--- config.mk ---
export PLATFORM = sky130hd
export DESIGN_NAME = cag_top
export DESIGN_NICKNAME = d
export VERILOG_FILES = /design/src/inc/cag_pkg.sv /design/src/cag_regsel.sv /design/src/cag_short_map.sv /design/src/cag_top.sv
export SDC_FILE = /design/constraint.sdc
export NUM_CORES = 1
export LEC_CHECK = 0
export BUFFER_PORTS_ARGS = -buffer_cell sky130_fd_sc_hd__buf_2
export CAP_MARGIN = 20
export CORE_AREA = 3 3 159 161
export CTS_CLUSTER_SIZE = 40
export DETAILED_ROUTE_END_ITERATION = 8
export DIE_AREA = 0 0 162 164
export PLACE_DENSITY = 0.75
export SLEW_MARGIN = 20
export SYNTH_ARGS = -nofsm -noshare
export SYNTH_HDL_FRONTEND = slang
export SYNTH_SLANG_ARGS = --single-unit
--- constraint.sdc ---
create_clock -name clk_sys_i -period 5.1 [get_ports clk_sys_i]
set_input_delay 0.765 -clock clk_sys_i [delete_from_list [all_inputs] [get_ports clk_sys_i]]
set_output_delay 0.765 -clock clk_sys_i [all_outputs]
set_load 0.02 [all_outputs]
--- src/inc/cag_pkg.sv ---
// Constants and types for the CPU address generation block
package cag_pkg;
    localparam logic [15:0] TABLE_BASE = 16'h0040;
    localparam logic [15:0] TABLE_LAST = 16'h007F;
    localparam logic [15:0] SHORT_CALL_BASE = 16'h0800;
    localparam logic [7:0] SADDR_HI = 8'hFE;
    localparam logic [7:0] SADDR_WRAP = 8'h20;
    localparam logic [15:0] SADDR_FIRST = 16'hFE20;
    localparam logic [15:0] SADDR_LAST = 16'hFF1F;
    localparam logic [15:0] RAM_FIRST = 16'hFE20;
    localparam logic [15:0] RAM_LAST = 16'hFEFF;
    localparam logic [15:0] SFR_FIRST = 16'hFF00;
    localparam logic [7:0] SFR_HI = 8'hFF;
    localparam logic [7:0] SFR_GAP_LO = 8'hD0;
    localparam logic [7:0] SFR_GAP_HI = 8'hDF;
    localparam logic [15:0] HSRAM_FIRST = 16'hFB00;
    localparam logic [15:0] HSRAM_LAST = 16'hFEFF;
    localparam logic [15:0] RST_ADDR = 16'h0000;
    localparam logic [2:0] REG_X = 3'h0;
    localparam logic [2:0] REG_A = 3'h1;
    localparam logic [2:0] REG_C = 3'h2;
    localparam logic [2:0] REG_B = 3'h3;
    localparam logic [1:0] RP_AX = 2'h0;
    localparam logic [1:0] RP_HL = 2'h3;

    // Address mode requested by the decoder
    typedef enum logic [3:0] {
        AM_NONE = 4'h0,
        AM_TABLE = 4'h1,
        AM_REGJMP = 4'h2,
        AM_IMPLIED = 4'h3,
        AM_REG = 4'h4,
        AM_DIRECT = 4'h5,
        AM_SHORT = 4'h6,
        AM_SFR = 4'h7,
        AM_INDIRECT = 4'h8,
        AM_BASED = 4'h9,
        AM_BASED_IDX = 4'hA,
        AM_STACK = 4'hB,
        AM_SHORTCALL = 4'hC,
        AM_CALL16 = 4'hD
    } cag_mode_t;

    // Implied accumulator operation
    typedef enum logic [2:0] {
        IMP_MUL = 3'h0,
        IMP_DIV = 3'h1,
        IMP_ADJ_ADD = 3'h2,
        IMP_ADJ_SUB = 3'h3,
        IMP_NIB_LEFT = 3'h4,
        IMP_NIB_RIGHT = 3'h5
    } cag_imp_t;

    typedef enum logic [2:0] {
        ST_IDLE = 3'b001,
        ST_TBL_LO = 3'b010,
        ST_TBL_HI = 3'b100
    } cag_state_t;
endpackage

--- src/cag_regsel.sv ---
// Banked register and register pair selector
`timescale 1ns/1ps
module cag_regsel
    import cag_pkg::*;
(
    input wire logic [255:0] regs_i,
    input wire logic bank_select_lo_i,
    input wire logic bank_select_hi_i,
    input wire logic [2:0] reg_sel_i,
    input wire logic [1:0] pair_sel_i,
    output logic [7:0] reg_o,
    output logic [15:0] pair_o,
    output logic [4:0] reg_index_o
);
    logic [1:0] bank;
    logic [4:0] pidx;

    always_comb begin
        bank = {bank_select_hi_i, bank_select_lo_i};
        reg_index_o = {bank, reg_sel_i};
        pidx = {bank, pair_sel_i, 1'b0};
        // Pair n is registers 2n (low) and 2n+1 (high): X/A, C/B, E/D, L/H
        reg_o = regs_i[reg_index_o*8 +: 8];
        pair_o = {regs_i[(pidx + 5'd1)*8 +: 8], regs_i[pidx*8 +: 8]};
    end
endmodule

--- src/cag_short_map.sv ---
// Short direct and SFR effective address mapping
`timescale 1ns/1ps
module cag_short_map
    import cag_pkg::*;
(
    input wire logic [7:0] imm_i,
    input wire logic sfr_mode_i,
    input wire logic word_i,
    output logic [15:0] addr_o,
    output logic illegal_o
);
    logic odd;

    always_comb begin
        odd = word_i & imm_i[0];
        if (sfr_mode_i) begin
            addr_o = {SFR_HI, imm_i};
            // Interrupt and gap area between FFD0 and FFDF is not SFR space
            illegal_o = odd || (imm_i >= SFR_GAP_LO && imm_i <= SFR_GAP_HI);
        end else begin
            // Bit 8 set for 00-1F so the window wraps to FF00-FF1F
            addr_o = {SADDR_HI[7:1], imm_i < SADDR_WRAP, imm_i};
            illegal_o = odd;
        end
        if (sfr_mode_i) begin
            illegal_o = illegal_o | odd;
        end
    end
endmodule

--- src/cag_top.sv ---
// CPU address generation: branch targets and operand addresses
// Notes on behaviour
// - Table call uses opcode bits 1..5 to pick entry, loads it into PC.
// - Vector table lives at 40H-7FH; targets may be anywhere.
// - Register jump copies the AX pair into PC.
// - Multiply takes A, multiplies by named register, product to AX.
// - Word divide reads dividend from AX, writes quotient back to AX.
// - Decimal adjust ops use A as both source and destination.
// - Nibble rotates keep the rotated digit data in A.
// - Bank chosen by two bank-select flags; 3-bit field picks register.
// - Registers X,A,C,B,E,D,L,H are R0-pairs AX,BC,DE,HL are RP0-RP3.
// - Direct mode uses the 16-bit immediate unchanged as address.
// - Short direct reaches FE20H-FF1FH from an 8-bit immediate.
// - Short direct high byte FEH, bit 8 set only for 00H-1FH.
// - RAM sits at FE20H-FEFFH, SFRs at FF00H-FF1FH in that window.
// - Word short direct accepts only even addresses.
// - SFR mode maps immediate to FF00-FFFF, high byte FFH; FFD0-FFDF is flagged as an error.
// - Word SFR access selects only even addresses.
// - Register indirect uses the selected banked pair as full address.
// - Based mode adds zero-extended offset to HL, carry dropped.
// - Based indexed adds zero-extended B or C to HL, carry dropped.
// - Push, pop, call, return, interrupt save address through SP.
// - Stack accesses outside internal high-speed RAM are flagged, not remapped.
// - Short call reaches only 0800H-0FFFH; 16-bit call reaches all.
`timescale 1ns/1ps
module cag_top
    import cag_pkg::*;
(
    input wire logic clk_sys_i,
    input wire logic rst_i,
    input wire logic start_i,
    input wire logic [3:0] mode_i,
    input wire logic [2:0] imp_op_i,
    input wire logic [7:0] opcode_i,
    input wire logic [15:0] imm16_i,
    input wire logic [2:0] reg_sel_i,
    input wire logic [1:0] pair_sel_i,
    input wire logic word_i,
    input wire logic bank_select_lo_i,
    input wire logic bank_select_hi_i,
    input wire logic [255:0] regs_i,
    input wire logic [15:0] sp_i,
    input wire logic mem_ack_i,
    input wire logic [7:0] mem_rdata_i,
    output logic [15:0] addr_o,
    output logic addr_valid_o,
    output logic addr_error_o,
    output logic [15:0] pc_o,
    output logic pc_load_o,
    output logic mem_rd_o,
    output logic [15:0] mem_addr_o,
    output logic busy_o,
    output logic [4:0] src_reg_o,
    output logic [4:0] dst_reg_o,
    output logic dst_pair_o,
    output logic [7:0] operand_o,
    output logic [15:0] operand_pair_o
);
    typedef struct packed {
        cag_state_t state;
        logic [15:0] addr;
        logic addr_valid;
        logic addr_error;
        logic [15:0] pc;
        logic pc_load;
        logic mem_rd;
        logic busy;
        logic [15:0] mem_addr;
        logic [7:0] tbl_lo;
        logic [4:0] src_reg;
        logic [4:0] dst_reg;
        logic dst_pair;
        logic [7:0] operand;
        logic [15:0] operand_pair;
    } cag_state_reg_t;

    cag_state_reg_t st;
    cag_state_reg_t next_st;

    logic [7:0] sel_reg;
    logic [15:0] sel_pair;
    logic [4:0] sel_index;
    logic [7:0] idx_reg;
    logic [15:0] idx_pair;
    logic [7:0] acc_reg;
    logic [15:0] acc_pair;
    logic [15:0] short_addr;
    logic short_bad;
    logic [1:0] bank;
    logic [4:0] a_index;
    logic [4:0] ax_index;
    logic [4:0] tbl_index;
    logic [15:0] tbl_entry;
    logic [15:0] short_call_target;
    logic [16:0] based_sum;
    logic [16:0] based_idx_sum;
    logic direct_odd;
    logic stack_out;
    cag_mode_t mode;

    // Operand register or pair chosen by the opcode field
    cag_regsel u_sel (
        .regs_i(regs_i),
        .bank_select_lo_i(bank_select_lo_i),
        .bank_select_hi_i(bank_select_hi_i),
        .reg_sel_i(reg_sel_i),
        .pair_sel_i(pair_sel_i),
        .reg_o(sel_reg),
        .pair_o(sel_pair),
        .reg_index_o(sel_index)
    );

    // Base pair HL and index B or C for based modes
    cag_regsel u_idx (
        .regs_i(regs_i),
        .bank_select_lo_i(bank_select_lo_i),
        .bank_select_hi_i(bank_select_hi_i),
        .reg_sel_i(reg_sel_i[0] ? REG_B : REG_C),
        .pair_sel_i(RP_HL),
        .reg_o(idx_reg),
        .pair_o(idx_pair),
        .reg_index_o()
    );

    // Accumulator A and pair AX for implied operands and register jump
    cag_regsel u_acc (
        .regs_i(regs_i),
        .bank_select_lo_i(bank_select_lo_i),
        .bank_select_hi_i(bank_select_hi_i),
        .reg_sel_i(REG_A),
        .pair_sel_i(RP_AX),
        .reg_o(acc_reg),
        .pair_o(acc_pair),
        .reg_index_o(a_index)
    );

    cag_short_map u_short (
        .imm_i(imm16_i[7:0]),
        .sfr_mode_i(mode == AM_SFR),
        .word_i(word_i),
        .addr_o(short_addr),
        .illegal_o(short_bad)
    );

    always_comb begin
        mode = cag_mode_t'(mode_i);
        bank = {bank_select_hi_i, bank_select_lo_i};
        ax_index = {bank, RP_AX, 1'b0};
        // Entry word at 40H + 2*index, always inside 40H-7FH
        tbl_index = opcode_i[5:1];
        tbl_entry = TABLE_BASE | {10'h000, tbl_index, 1'b0};
        // Upper bits forced, so the target never leaves 0800H-0FFFH
        short_call_target = SHORT_CALL_BASE | {5'h00, imm16_i[10:0]};
        // Bit 16 is the carry out; only the low 16 bits are used
        based_sum = {1'b0, idx_pair} + {9'h000, imm16_i[7:0]};
        based_idx_sum = {1'b0, idx_pair} + {9'h000, idx_reg};
        direct_odd = word_i & imm16_i[0];
        // Outside high-speed RAM is flagged, not remapped
        stack_out = (sp_i < HSRAM_FIRST) || (sp_i > HSRAM_LAST);
    end

    always_comb begin
        next_st = st;
        next_st.addr_valid = 1'b0;
        next_st.pc_load = 1'b0;
        case (st.state)
            ST_IDLE: begin
                if (start_i) begin
                    next_st.addr_error = 1'b0;
                    next_st.dst_pair = 1'b0;
                    case (mode)
                        AM_TABLE: begin
                            next_st.mem_addr = tbl_entry;
                            next_st.mem_rd = 1'b1;
                            next_st.state = ST_TBL_LO;
                        end
                        AM_REGJMP: begin
                            next_st.pc = acc_pair;
                            next_st.pc_load = 1'b1;
                        end
                        AM_SHORTCALL: begin
                            next_st.pc = short_call_target;
                            next_st.pc_load = 1'b1;
                        end
                        AM_CALL16: begin
                            next_st.pc = imm16_i;
                            next_st.pc_load = 1'b1;
                        end
                        AM_IMPLIED: begin
                            next_st.src_reg = a_index;
                            next_st.dst_reg = a_index;
                            next_st.operand = acc_reg;
                            next_st.operand_pair = acc_pair;
                            case (cag_imp_t'(imp_op_i))
                                IMP_MUL: begin
                                    next_st.operand = sel_reg;
                                    next_st.dst_reg = ax_index;
                                    next_st.dst_pair = 1'b1;
                                end
                                IMP_DIV: begin
                                    next_st.src_reg = ax_index;
                                    next_st.dst_reg = ax_index;
                                    next_st.dst_pair = 1'b1;
                                end
                                IMP_ADJ_ADD, IMP_ADJ_SUB: begin
                                    // Value corrected in place in A
                                    next_st.src_reg = a_index;
                                    next_st.dst_reg = a_index;
                                end
                                IMP_NIB_LEFT, IMP_NIB_RIGHT: begin
                                    // Digit data rotated through A
                                    next_st.src_reg = a_index;
                                    next_st.dst_reg = a_index;
                                end
                                default: begin
                                end
                            endcase
                            next_st.addr_valid = 1'b1;
                        end
                        AM_REG: begin
                            next_st.src_reg = sel_index;
                            next_st.dst_reg = sel_index;
                            next_st.operand = sel_reg;
                            next_st.operand_pair = sel_pair;
                            next_st.addr_valid = 1'b1;
                        end
                        AM_DIRECT: begin
                            next_st.addr = imm16_i;
                            next_st.addr_error = direct_odd;
                            next_st.addr_valid = 1'b1;
                        end
                        AM_SHORT, AM_SFR: begin
                            next_st.addr = short_addr;
                            next_st.addr_error = short_bad;
                            next_st.addr_valid = 1'b1;
                        end
                        AM_INDIRECT: begin
                            next_st.addr = sel_pair;
                            next_st.addr_valid = 1'b1;
                        end
                        AM_BASED: begin
                            next_st.addr = based_sum[15:0];
                            next_st.addr_valid = 1'b1;
                        end
                        AM_BASED_IDX: begin
                            next_st.addr = based_idx_sum[15:0];
                            next_st.addr_valid = 1'b1;
                        end
                        AM_STACK: begin
                            next_st.addr = sp_i;
                            next_st.addr_error = stack_out;
                            next_st.addr_valid = 1'b1;
                        end
                        AM_NONE: begin
                            // No operand this cycle; addr_error and dst_pair clear, addresses and operands keep their value
                        end
                        default: begin
                        end
                    endcase
                end
            end
            ST_TBL_LO: begin
                if (mem_ack_i) begin
                    next_st.tbl_lo = mem_rdata_i;
                    next_st.mem_addr = st.mem_addr + 16'h0001;
                    next_st.state = ST_TBL_HI;
                end
            end
            ST_TBL_HI: begin
                if (mem_ack_i) begin
                    // Destination may lie anywhere in 64 KB
                    next_st.pc = {mem_rdata_i, st.tbl_lo};
                    next_st.pc_load = 1'b1;
                    next_st.mem_rd = 1'b0;
                    next_st.state = ST_IDLE;
                end
            end
            default: begin
                next_st.state = ST_IDLE;
                next_st.mem_rd = 1'b0;
            end
        endcase
        // Registered so busy_o leaves a flip-flop directly
        next_st.busy = next_st.state != ST_IDLE;
    end

    always_ff @(posedge clk_sys_i) begin
        if (rst_i) begin
            st <= '0;
            st.state <= ST_IDLE;
            st.pc <= RST_ADDR;
            st.addr <= RST_ADDR;
            st.mem_addr <= RST_ADDR;
        end else begin
            st <= next_st;
        end
    end

    always_comb begin
        addr_o = st.addr;
        addr_valid_o = st.addr_valid;
        addr_error_o = st.addr_error;
        pc_o = st.pc;
        pc_load_o = st.pc_load;
        mem_rd_o = st.mem_rd;
        mem_addr_o = st.mem_addr;
        busy_o = st.busy;
        src_reg_o = st.src_reg;
        dst_reg_o = st.dst_reg;
        dst_pair_o = st.dst_pair;
        operand_o = st.operand;
        operand_pair_o = st.operand_pair;
    end
endmodule

# == After elaboration in Yosys (flattened, before gate mapping) ==
# Cells that the tools add are included.
# word_totals
ff_bits,99
inputBits,323
output_inout_bits,88
word_cells,110
# classes
n_addsub,6
n_lt_le_gt_ge,5
n_eq_ne,23
n_shift,9
muxes,28
bitwise,5
reduce_logical,19
# op_table
operator,n
$shiftx 256x9->8,6
$shiftx 256x33->8,3
$pmux 16 s6,1
$pmux 17 s3,1
$pmux 24 s2,1
$mux 39,1
$pmux 17 s2,1
$add 16x8->16,2
$mux 16,2
$pmux 16 s2,1
$eq 4x4->1 const B,6
$mux 24,1
$pmux 10 s2,1
$add 5x1->6 const B,3
$mux 18,1
$add 16x1->16 const B,1
$eq 4x3->1 const B,4
$gt 16x16->1 const B,1
$lt 16x16->1 const B,1
$reduce_and 4->1,3
$mux 1,9
$mux 3,3
$mux 9,1
$pmux 3 s3,1
other kinds (27),40

# == Logic depth before layout (Yosys ltp) ==
# Gate-level depths: netlist of the first run.
# logic_depth
ltp_word,10
ltp_mapped,16

# == Modules after synthesis ==
# Synthesis of the first run repeated with hierarchy kept, for this count alone.
# hier_totals
hier_cells,1428
hier_area_um2,18039.8
# modules_own_cells
module,n_inst,cells_per_inst,area_each_um2,seq_area_each_um2
cag_regsel,3,209,3905.0,0.0
cag_top,1,781,6178.4,1981.9
cag_short_map,1,20,146.4,0.0

# == Worst setup path after synthesis of the first run ==
# No wires, ideal clock.
# synth_timing
path_kind,input -> register
start,in bank_select_lo_i
end,reg st (netlist bit addr_o[8])
setup_ps,101
arrival_ps,4230
setup_slack_ps,769
cell_stages,16
path_buffers,5
path_cell_list,buf_2 > buf_4 > buf_4 > buf_4 > buf_2 > mux4_2 > mux2i_1 > a21oi_1 > ha_1 > fa_1 > a211oi_1 > nor2_1 > a221oi_1 > xnor2_1 > a221oi_1 > o41ai_1
# synth_between
elab_chain_len,4
# synth_lines
element,line_no,text
start: declaration,cag_top.sv:39,"input wire logic bank_select_lo_i,"
$add 5x1->6,cag_regsel.sv:24,"pair_o = {regs_i[(pidx + 5'd1)*8 +: 8], regs_i[pidx*8 +: 8]};"
$shiftx 256x33->8,cag_regsel.sv:24,
"$add 16x8->16, on equally long branches","cag_top.sv:156, cag_top.sv:155",
$pmux 16 s6 (*),cag_top.sv:171,case (mode)
end signal: assignment,cag_top.sv:295,st <= next_st;
end: declaration,cag_top.sv:77,cag_state_reg_t st;
# Every way passes the cells marked *; elsewhere a longest branch is shown, timed or not.
# A chain may end at the register's enable or synchronous reset.

# == Worst setup path in the final report of the first run ==
# layout_timing
start,in reg_sel_i[0]
end,reg st (netlist bit addr_o[8])
# layout_between
elab_chain_len,4
# layout_lines
element,line_no,text
start: declaration,cag_top.sv:36,"input wire logic [2:0] reg_sel_i,"
$mux 1,cag_top.sv:118,".reg_sel_i(reg_sel_i[0] ? REG_B : REG_C),"
$shiftx 256x9->8,cag_regsel.sv:23,reg_o = regs_i[reg_index_o*8 +: 8];
$add 16x8->16,cag_top.sv:156,"based_idx_sum = {1'b0, idx_pair} + {9'h000, idx_reg};"
$pmux 16 s6,cag_top.sv:171,
# No other way between the ends.

==> out/metrics.yaml, run 1 <==
yosys:
  synth_top_family_by_area: "multiplexers"
  ys_warn_count: 0
  synth_top_area_cell: "mux4_2"
  synth-adder-area-share_pct: 1.20
  ys_types: 66
  syn_inst: 1059
  synth_seq_cells: 95
  synthMuxAreaShare_pct: 42.9
  ys_seq_area_share_pct: 17.2
  synth_area_leaders: "mux4_2, dfxtp_1, buf_4"
  yosys.area_share.simple_pct: 12.2
  async_flop_share_pct: 0
  synth_common_cells: "mux4_2, nor2_1, dfxtp_1, buf_4, nand2_1"
  synth_compound_area_share_pct: 14.9
  synth.most_common_cell: "mux4_2"
  syn_avg_cell_area_sq_um: 10.4
  synth_ff_type: "dfxtp_1"
  synth_fp_nets: 1392
  syn_area_sq_um: 11000
  synth_edf_count: 0
  synth_xor_area_share_pct: 1.51
  synth_top_area_share_pct: 35.1
clock_tree:
  numCtsBuffers: 9
  cts_tree: "yes"
  clockBufferDepth: 2
  ctsHoldBuffers: 0
  clk_latency_ns: 0.36
  post_cts_resized: 0
  clk_pin_slew_ns: 0.08
  root_buffer: "clkbuf_16"
  cts.htree.levels: 3
  cts_setup_buffers: 0
  cts_num_sinks: 95
final_layout:
  final_cell_count_no_fill: 1666
  area_growth_pct: 17.9
  drive_above_1_share_pct: 47.2
  fill_cells: 2237
  nets: 1655
  final_util_pct: 53.9
sta:
  timing.final.crit_share_pct: 80.5
  slew_viol_final: 0
  fin_crit_ns: 4.10
  final-setup-viol-count: 0
  fin_ws_ns: 0.996
  finClkSkew_ns: 0.0134
  rsz0062_at_grt: "no"
  finalHoldViolCount: 0
  maxSlewHeadroom_pct: 19.8
  max_freq_ghz: 0.244
  worst_pin_slew_ns: 1.20
  setup_tns_ns: 0
worst_setup_path:
  cp_max_fo: 43
  cp-end-kind: "flop"
  crit_type: "primary input to flop"
  required_ns: 5.32
  arrival_ns: 4.32
  crit_path_start_kind: "primary input"
route:
  drt-initial-drc-count: 1561
  wl_mm: 46.4
  drt-wirelength-per-cell_microns: 27.8
  ant_nets: 0
  drc: 0
  detail_route.vias_per_cell: 6.77
  drtPass1Iterations: 6
  vias: 11300
floorplanning:
  start_util_pct: 45.7
  num_io_pins: 411
  die_area_sq_um: 26600
  dieHeight_microns: 164
  die_x_microns: 162
  core-area_sq_um: 24100
  row_count: 57
placed_design:
  dp_hpwl_mm: 37.3
  pre_cts_ws_ns: 0.696
  gp_congestion: 0.988
  io_buffers: 407
  dp.cells: 1635
global_route:
  grt.total_usage_pct: 33.9
  grt-ovfl-total: 0
  grt_pass1_wl_mm: 68.1
  grt_max_degree: 82
  first_global_vias: 11000
  grt_antenna_before_repair: 17
power:
  intPower_mw: 1.64
  leakage_nw: 5.40
  p_switching_mw: 0.893
  seqPwrFrac_pct: 30.8
  p_per_area_nw_per_um2: 195
  switching_share_pct: 35.2
  clkPwrFrac_pct: 28.7
  pwr-share-comb_pct: 40.5
  ir_drop_mv: 0.136
min_path:
  hold_class: "flop to flop"
run:
  drv_cap: 0
status:
  outcome: "completed"
metrics by stage:
stage / instance area (sq um) / total power, mW / hold WS, ns
floorplan: 11000 / 1.44 / 0.421
global placement: 12600 / 1.79 / 0.440
CTS: 13000 / 2.53 / 0.451
detailed placement: 12600 / 1.81 / 0.441
finish: 13000 / 2.54 / 0.450
global route: 13000 / 2.63 / 0.492
layout make-up:
| cell class | instances | area [sq um] | area share, % |
|---|---|---|---|
| Clock inverter | 6 | 72.6 | 0.558 |
| Antenna cell | 15 | 37.5 | 0.289 |
| Tap cell | 324 | 405 | 3.12 |
| Inverter | 6 | 22.5 | 0.173 |
| Multi-Input combinational cell | 780 | 8050 | 61.9 |
| Sequential cell | 95 | 1900 | 14.6 |
| Clock buffer | 10 | 239 | 1.84 |
| Timing Repair Buffer | 430 | 2270 | 17.5 |
critical path, cell delays in order:
cell	delay [ns]
buf_4	0.27
buf_12	0.33
mux4_2	0.55
mux2i_1	0.30
a21oi_1	0.12
ha_1	0.38
o21ai_0	0.29
nor2_1	0.12
a221oi_1	0.60
xnor2_1	0.18
a221oi_1	0.28
o41ai_1	0.09
layer usage:
metal | up-vias | global-route usage [%] | share of wire [%]
li1 | 4736 | - | -
met1 | 5484 | 42.3 | 34
met2 | 897 | 56.2 | 49
met3 | 146 | 7.79 | 12
met4 | 8 | 16.1 | 5.0
met5 | - | 0 | 0.097
power groups by stage:
stage / Sequential (mW) / Combinational [mW] / Clock [mW]
2_1_floorplan: 0.794 / 0.647 / 0
3_3_place_gp: 0.797 / 0.993 / 0
3_5_place_dp: 0.798 / 1.01 / 0
4_1_cts: 0.780 / 1.01 / 0.738
5_1_grt: 0.783 / 1.09 / 0.762
6_report: 0.781 / 1.03 / 0.728
logic make-up (layout without fill, tap and decap cells):
group / Yosys count / in the layout
muxes: 232 / 232
adders and majority gates: 10 / 10
other: 0 / 15
xor gates and xnor gates: 19 / 19
and+or+nand+nor: 286 / 286
buffers and inverters: 184 / 452
DFF: 95 / 95
AOI/OAI and AO/OA: 233 / 233
sequential cells by signal (all words and copies together) (netlist names):
name and count:
dst_reg_o 1, addr_valid_o 1, mem_addr_o 16, pc_load_o 1, operand_o 8, addr_o 16, operand_pair_o 16, dst_pair_o 1
mem_rd_o 1, pc_o 16, addr_error_o 1, src_reg_o 5, busy_o 1, st 11
cell usage in the layout (no fill, tap or decap), types with 6 or more instances in the layout:
master and count:
mux2i_1 43, nor2b_1 9, nor2_1 100, clkbuf_16 9, a222oi_1 19, a211oi_1 17, xor2_1 11, nand2b_1 9
and3_1 10, a21oi_1 64, xnor2_1 8, a22oi_1 35, buf_2 403, inv_1 6, a221oi_1 12, a21o_1 8
mux4_1 16, dfxtp_1 95, diode_2 15, o21ai_0 22, a22o_1 14, nor3_1 20, and2_1 9, nand2_1 79
a311oi_1 6, ha_1 9, buf_4 22, mux4_2 172, nand3_1 18
worst paths after layout:
kind	from	end	slack [ns]	cells after the start
hold / removal	operand_pair_o[15]$_SDFFE_PP0P_	operand_pair_o[15]$_SDFFE_PP0P_	0.45	2
setup / recovery	reg_sel_i[0]	addr_o[8]$_SDFFE_PP0P_	1.0	12
hold reg to reg	operand_pair_o[15]$_SDFFE_PP0P_	operand_pair_o[15]$_SDFFE_PP0P_	0.45	2
setup reg to reg	st[98]$_SDFF_PP0_	operand_o[1]$_SDFFE_PP0P_	2.49	7
(Power assumes the default switching activity.)
==> run 2: changes to the inputs <==
--- a/config.mk
+++ b/config.mk
@@ -7,11 +7,11 @@
 export LEC_CHECK = 0
 export BUFFER_PORTS_ARGS = -buffer_cell sky130_fd_sc_hd__buf_2
 export CAP_MARGIN = 20
-export CORE_AREA = 3 3 159 161
+export CORE_MARGIN = 3
+export CORE_UTILIZATION = 47
 export CTS_CLUSTER_SIZE = 40
 export DETAILED_ROUTE_END_ITERATION = 8
-export DIE_AREA = 0 0 162 164
-export PLACE_DENSITY = 0.75
+export PLACE_DENSITY = 0.8
 export SLEW_MARGIN = 20
 export SYNTH_ARGS = -nofsm -noshare
 export SYNTH_HDL_FRONTEND = slang
==> constraint.sdc (replaced) <==
create_clock -name clk_sys_i -period 3.6 [get_ports clk_sys_i]
set_input_delay 0.54 -clock clk_sys_i [delete_from_list [all_inputs] [get_ports clk_sys_i]]
set_output_delay 0.54 -clock clk_sys_i [all_outputs]
set_load 0.02 [all_outputs]
==> run 2 against run 1 <==
Hold slack worse by 0.013 ns; utilization increased by 4.5 points; sequential share of layout area is 0.39 points lower; critical endpoint is now addr_o[11]$_SDFFE_PP0P_.
==> out/metrics.yaml, run 2 (synthesized netlist as in run 1, its figures left out) <==
global_route:
  grt_antenna_before_repair: 21  # +4
  first_global_vias: 11500  # +4.1%
  grt.total_usage_pct: 35.9  # +2.0 points
  grt_pass1_wl_mm: 70.2  # +3.1%
  grt_max_degree: 69  # -16%
  grt-ovfl-total: 0  # unchanged
clock_tree:
  clk_latency_ns: 0.35  # about the same
  cts.htree.levels: 3  # unchanged
  numCtsBuffers: 9  # unchanged
  post_cts_resized: 0  # unchanged
  cts_setup_buffers: 0  # unchanged
  root_buffer: "clkbuf_16"
  cts_tree: "yes"
  clk_pin_slew_ns: 0.07  # about the same
  clockBufferDepth: 2  # unchanged
  ctsHoldBuffers: 0  # unchanged
  cts_num_sinks: 95  # unchanged
worst_setup_path:
  cp-end-kind: "flop"
  reg2reg_depth: 6  # -1
  r2r_setup_slack_ns: 1.37  # -1.12 ns
  cp_max_fo: 13  # -70%
  required_ns: 3.83  # -1.49 ns
  crit_type: "primary input to flop"
  r2r-end: "src_reg_o[0]$_SDFFE_PP0P_"
  arrival_ns: 3.55  # -0.77 ns
  crit_path_start_kind: "primary input"
  r2r_start: "st[96]$_SDFF_PP1_"
floorplanning:
  num_io_pins: 411  # unchanged
  die_x_microns: 159  # -1.7%
  dieHeight_microns: 159  # -2.9%
  die_area_sq_um: 25300  # -4.6%
  core-area_sq_um: 22800  # -5.2%
  row_count: 55  # -3.5%
  start_util_pct: 48.3  # +2.5 points
sta:
  setup_tns_ns: 0  # unchanged
  final-setup-viol-count: 0  # unchanged
  finClkSkew_ns: 0.00539  # -0.00805 ns
  finalHoldViolCount: 0  # unchanged
  rsz0062_at_grt: "no"
  fin_crit_ns: 3.32
  slew_viol_final: 0  # unchanged
  timing.final.crit_share_pct: 92.1
  maxSlewHeadroom_pct: 23.3  # +3.6 points
  max_freq_ghz: 0.302
  worst_pin_slew_ns: 1.15  # -0.0533 ns
route:
  drtPass1Iterations: 6  # unchanged
  detail_route.vias_per_cell: 6.81  # +0.70%
  vias: 11600  # +2.9%
  wl_mm: 47.1  # +1.7%
  drt-wirelength-per-cell_microns: 27.7  # -0.53%
  ant_nets: 0  # unchanged
  drt-initial-drc-count: 1570  # +0.58%
  drc: 0  # unchanged
placed_design:
  io_buffers: 407  # unchanged
  place_area_sq_um: 13000  # +3.0%
  dp_hpwl_mm: 39.0  # +4.4%
  gp_congestion: 1.06  # +7.5%
final_layout:
  mostFrequentLayoutCells: "buf_2, mux4_2, nor2_1"
  finalInstanceArea_sq_um: 13400  # +2.7%
  nets: 1700  # +2.7%
  drive_above_1_share_pct: 49.1  # +1.9 points
  layout_commonest_cell: "buf_2"
  area_growth_pct: 21.1
min_path:
  hold_depth: 3  # +1
  whs_endpoint: "st[42]$_SDFFE_PP0P_"
  hp-start: "mem_rdata_i[7]"
  hold_class: "primary input to flop"
status:
  outcome: "completed"
power:
  p_per_area_nw_per_um2: 269  # +38%
  leakage_nw: 5.61  # +3.9%
  ir_drop_mv: 0.199  # +46%
run:
  drv_cap: 0  # unchanged
-- run 2: cell count changes in the layout (fill, tap and decap cells not counted), moves of 3 or more --
cell        previous run  this run
buf_4                 22        64
buf_12                 4         8
clkinvlp_4             0         3
diode_2               15        18
-- run 2: power by group --
part	leakage [nW]	total [mW]	switching, mW	internal, mW
Clock	0.129	0.946	0.464	0.482
Combinational	4.71	1.54	0.813	0.727
Sequential	0.771	1.10	0.0210	1.08
Total	5.61	3.59	1.30	2.29
-- run 2: worst max-delay path, cell delays in order --
cell,delay [ns]
buf_4,0.19
buf_12,0.18
buf_4,0.17
mux4_2,0.49
mux2i_1,0.20
a21oi_1,0.10
ha_1,0.36
a21oi_1,0.16
nand2_1,0.13
o21ai_0,0.43
a21boi_0,0.17
buf_4,0.18
mux2i_1,0.17
a21oi_1,0.08
-- run 2: final cells by class --
class	instances	area, sq um
flip-flops and latches	95	1900
repair buffers	475	2660
clock buffers	10	229
well taps	313	392
clock inverters	6	53.8
multi-input cells	780	8060
inverters	6	22.5
fillers	2076	9490
diodes	18	45.0
-- run 2: worst max path at each step --
stage | start | slack, ns | to | cells after the start
final | reg_sel_i[0] | 0.28 | addr_o[11]$_SDFFE_PP0P_ | 14
after global routing | reg_sel_i[0] | 0.1 | addr_o[11]$_SDFFE_PP0P_ | 14
after CTS | reg_sel_i[0] | 0.34 | addr_o[11]$_SDFFE_PP0P_ | 14
after detailed placement | reg_sel_i[0] | -0.02 | addr_o[11]$_SDFFE_PP0P_ | 14
after global placement | reg_sel_i[0] | 0.01 | addr_o[11]$_SDFFE_PP0P_ | 14
after floorplan | reg_sel_i[0] | 0.03 | addr_o[8]$_SDFFE_PP0P_ | 14
-- run 2: per-stage QoR --
stage	worst slack [ns]	std cells	hold slack, ns	total power, mW	utilization, %
global route	0.0952	1701	0.446	3.72	58.4
global placement	0.0147	1669	0.436	2.60	57.0
finish	0.284	1703	0.437	3.59	58.5
CTS	0.338	1685	0.430	3.56	58.3
detailed placement	-0.0249	1669	0.446	2.63	57.0
floorplan	0.0315	1059	0.421	2.05	-
-- run 2: routing by layer --
| layer | part of all wire [%] | up-vias | track usage, % |
|---|---|---|---|
| li1 | - | 4820 | - |
| met1 | 34 | 5600 | 43.5 |
| met2 | 47 | 976 | 57.7 |
| met3 | 13 | 198 | 11.3 |
| met4 | 6.4 | 8 | 18.7 |
| met5 | 0.12 | - | 0 |
==> run 3: changes to the inputs <==
--- a/config.mk
+++ b/config.mk
@@ -5,12 +5,12 @@
 export SDC_FILE = /design/constraint.sdc
 export NUM_CORES = 1
 export LEC_CHECK = 0
-export BUFFER_PORTS_ARGS = -buffer_cell sky130_fd_sc_hd__buf_2
+export BUFFER_PORTS_ARGS = -buffer_cell sky130_fd_sc_hd__buf_4
 export CAP_MARGIN = 20
 export CORE_MARGIN = 3
 export CORE_UTILIZATION = 47
-export CTS_CLUSTER_SIZE = 40
 export DETAILED_ROUTE_END_ITERATION = 8
+export MAX_ROUTING_LAYER = met4
 export PLACE_DENSITY = 0.8
 export SLEW_MARGIN = 20
 export SYNTH_ARGS = -nofsm -noshare
==> run 3 against run 2 <==
Clock-buffer cell count is the same; cell count shrank 0.65%; global-route usage grew 1.9 points; via count shrank 0.35%; setup slack lost 0.089 ns; total power grew 4.1%; hold slack gained 0.0076 ns; largest power group unchanged; critical endpoint is now addr_o[13]$_SDFFE_PP0P_; utilization grew 4.3 points; combinational power grew 8%; largest cell class unchanged.
==> out/metrics.yaml, run 3 (synthesized netlist as in run 1, its figures left out) <==
clock_tree:
  root_buffer: "clkbuf_16"
  cts.htree.levels: 3  # unchanged
  post_cts_resized: 0  # unchanged
  clk_latency_ns: 0.35  # about the same
  clockBufferDepth: 2  # unchanged
  clk_pin_slew_ns: 0.07  # about the same
  cts_setup_buffers: 0  # unchanged
  cts_num_sinks: 95  # unchanged
  numCtsBuffers: 9  # unchanged
  ctsHoldBuffers: 0  # unchanged
  cts_tree: "yes"
sta:
  rsz0062_at_grt: "no"
  finClkSkew_ns: 0.00833  # +0.00293 ns
  finalHoldViolCount: 0  # unchanged
  maxSlewHeadroom_pct: 22.6  # -0.74 points
  final-setup-viol-count: 0  # unchanged
  worst_pin_slew_ns: 1.16  # +0.00687 ns
  timing.final.crit_share_pct: 94.6  # +2.5 points
  slew_viol_final: 0  # unchanged
  fin_crit_ns: 3.41  # +0.0886 ns
  holdWs_ns: 0.445  # +0.00756 ns
  max_freq_ghz: 0.294  # -2.6%
route:
  vias: 11600  # -0.35%
  drc: 0  # unchanged
  drt-wirelength-per-cell_microns: 28.7  # +3.7%
  detail_route.vias_per_cell: 6.83  # +0.29%
  drt-initial-drc-count: 1540  # -1.9%
  ant_nets: 0  # unchanged
  wl_mm: 48.6  # +3.0%
  drtPass1Iterations: 6  # unchanged
floorplanning:
  row_count: 55  # unchanged
  core-area_sq_um: 22800  # unchanged
  start_util_pct: 48.3  # unchanged
  die_x_microns: 159  # unchanged
  die_area_sq_um: 25300  # unchanged
  num_io_pins: 411  # unchanged
  dieHeight_microns: 159  # unchanged
min_path:
  hold_class: "primary input to flop"
final_layout:
  final_util_pct: 62.7  # +4.3 points
  nets: 1700  # unchanged
  layout_commonest_cell: "buf_4"
  mostFrequentLayoutCells: "buf_4, mux4_2, nor2_1"
  fill_cells: 1922  # -7.4%
  finalInstanceArea_sq_um: 14300  # +7.3%
  area_growth_pct: 30.0
  final_cell_count_no_fill: 1692  # -0.65%
  drive_above_1_share_pct: 49.2  # +0.073 points
power:
  clkPwrFrac_pct: 26.0  # -0.3 points
  p_total_mw: 3.74  # +4.1%
  pwr-share-comb_pct: 44.4  # +1.5 points
  seqPwrFrac_pct: 29.6  # -1.2 points
  ir_drop_mv: 0.219  # +10%
  p_switching_mw: 1.30  # +0.55%
  leakage_nw: 5.89  # +5.0%
  intPower_mw: 2.43  # +6.0%
  switching_share_pct: 34.9  # -1.2 points
  p_per_area_nw_per_um2: 261  # -3.0%
worst_setup_path:
  arrival_ns: 3.62  # +0.07 ns
  crit_path_start_kind: "primary input"
  cp-end-kind: "flop"
  required_ns: 3.82  # about the same
  cp_max_fo: 14  # +1
  crit_type: "primary input to flop"
placed_design:
  gp_congestion: 1.04  # -2.0%
  dp.cells: 1669  # unchanged
  dp_hpwl_mm: 40.1  # +3.0%
  place_area_sq_um: 14000  # +7.5%
  io_buffers: 407  # unchanged
global_route:
  grt_antenna_before_repair: 6  # -71%
  grt_pass1_wl_mm: 71.6  # +2.1%
  grt_max_degree: 47  # -32%
  grt-ovfl-total: 0  # unchanged
  first_global_vias: 11600  # +0.86%
  grt.total_usage_pct: 37.8  # +1.9 points
run:
  drv_cap: 0  # unchanged
status:
  outcome: "completed"
run 3: cell count changes in the layout (fill, tap and decap cells not counted), sizes merged:
| cell | before | now |
|---|---|---|
| diode | 18 | 7 |
| clkinvlp | 3 | 0 |
| clkinv | 0 | 3 |
run 3: per-layer routing:
| metal | wire length [microns] | global-route usage, % |
|---|---|---|
| met2 | 23600 | 61.9 |
| met4 | 2610 | 15.7 |
| met1 | 16600 | 44.8 |
| met3 | 5740 | 9.16 |
| met5 | 0 | - |
run 3: area by class of cell:
class                   instances  area (sq um)  share of cell area [%]
inverters                       6          22.5                   0.157
clock inverters                 6          62.6                   0.436
multi-input cells             780          8060                    56.2
flip-flops and latches         95          1900                    13.3
diodes                          7          17.5                   0.122
clock buffers                  10           239                    1.67
repair buffers                475          3640                    25.4
well taps                     313           392                    2.73
run 3: worst paths after layout:
| path | startpoint | end | slack (ns) | cells after the start |
|---|---|---|---|---|
| worst max-delay path | reg_sel_i[0] | addr_o[13]$_SDFFE_PP0P_ | 0.19 | 12 |
| worst min-delay path | mem_rdata_i[3] | st[38]$_SDFFE_PP0P_ | 0.44 | 3 |
| worst max register to register | st[96]$_SDFF_PP1_ | src_reg_o[0]$_SDFFE_PP0P_ | 1.34 | 6 |
| worst min register to register | operand_pair_o[15]$_SDFFE_PP0P_ | operand_pair_o[15]$_SDFFE_PP0P_ | 0.46 | 2 |
run 3: through the flow:
| step | setup TNS, ns | worst slack (ns) |
|---|---|---|
| after CTS | 0 | 0.302 |
| after detailed placement | -0.113 | -0.0572 |
| after floorplan | 0 | 0.0315 |
| final | 0 | 0.195 |
| after global placement | -0.0728 | -0.0384 |
| after global routing | 0 | 0.124 |
run 3: power groups by stage:
stage / registers (mW) / logic (mW) / clock network (mW)
floorplan: 1.12 / 0.928 / 0
global placement: 1.13 / 1.60 / 0
detailed placement: 1.13 / 1.62 / 0
CTS: 1.11 / 1.62 / 0.984
global route: 1.11 / 1.73 / 1.02
finish: 1.11 / 1.66 / 0.970
run 3: worst max-delay path, stage by stage:
cell      delay, ns
buf_4          0.21
buf_12         0.20
buf_12         0.12
mux4_2         0.51
mux2i_1        0.27
a21oi_1        0.13
ha_1           0.34
and3_1         0.23
o21ai_0        0.21
a21boi_0       0.48
mux2i_1        0.24
o211ai_1       0.11
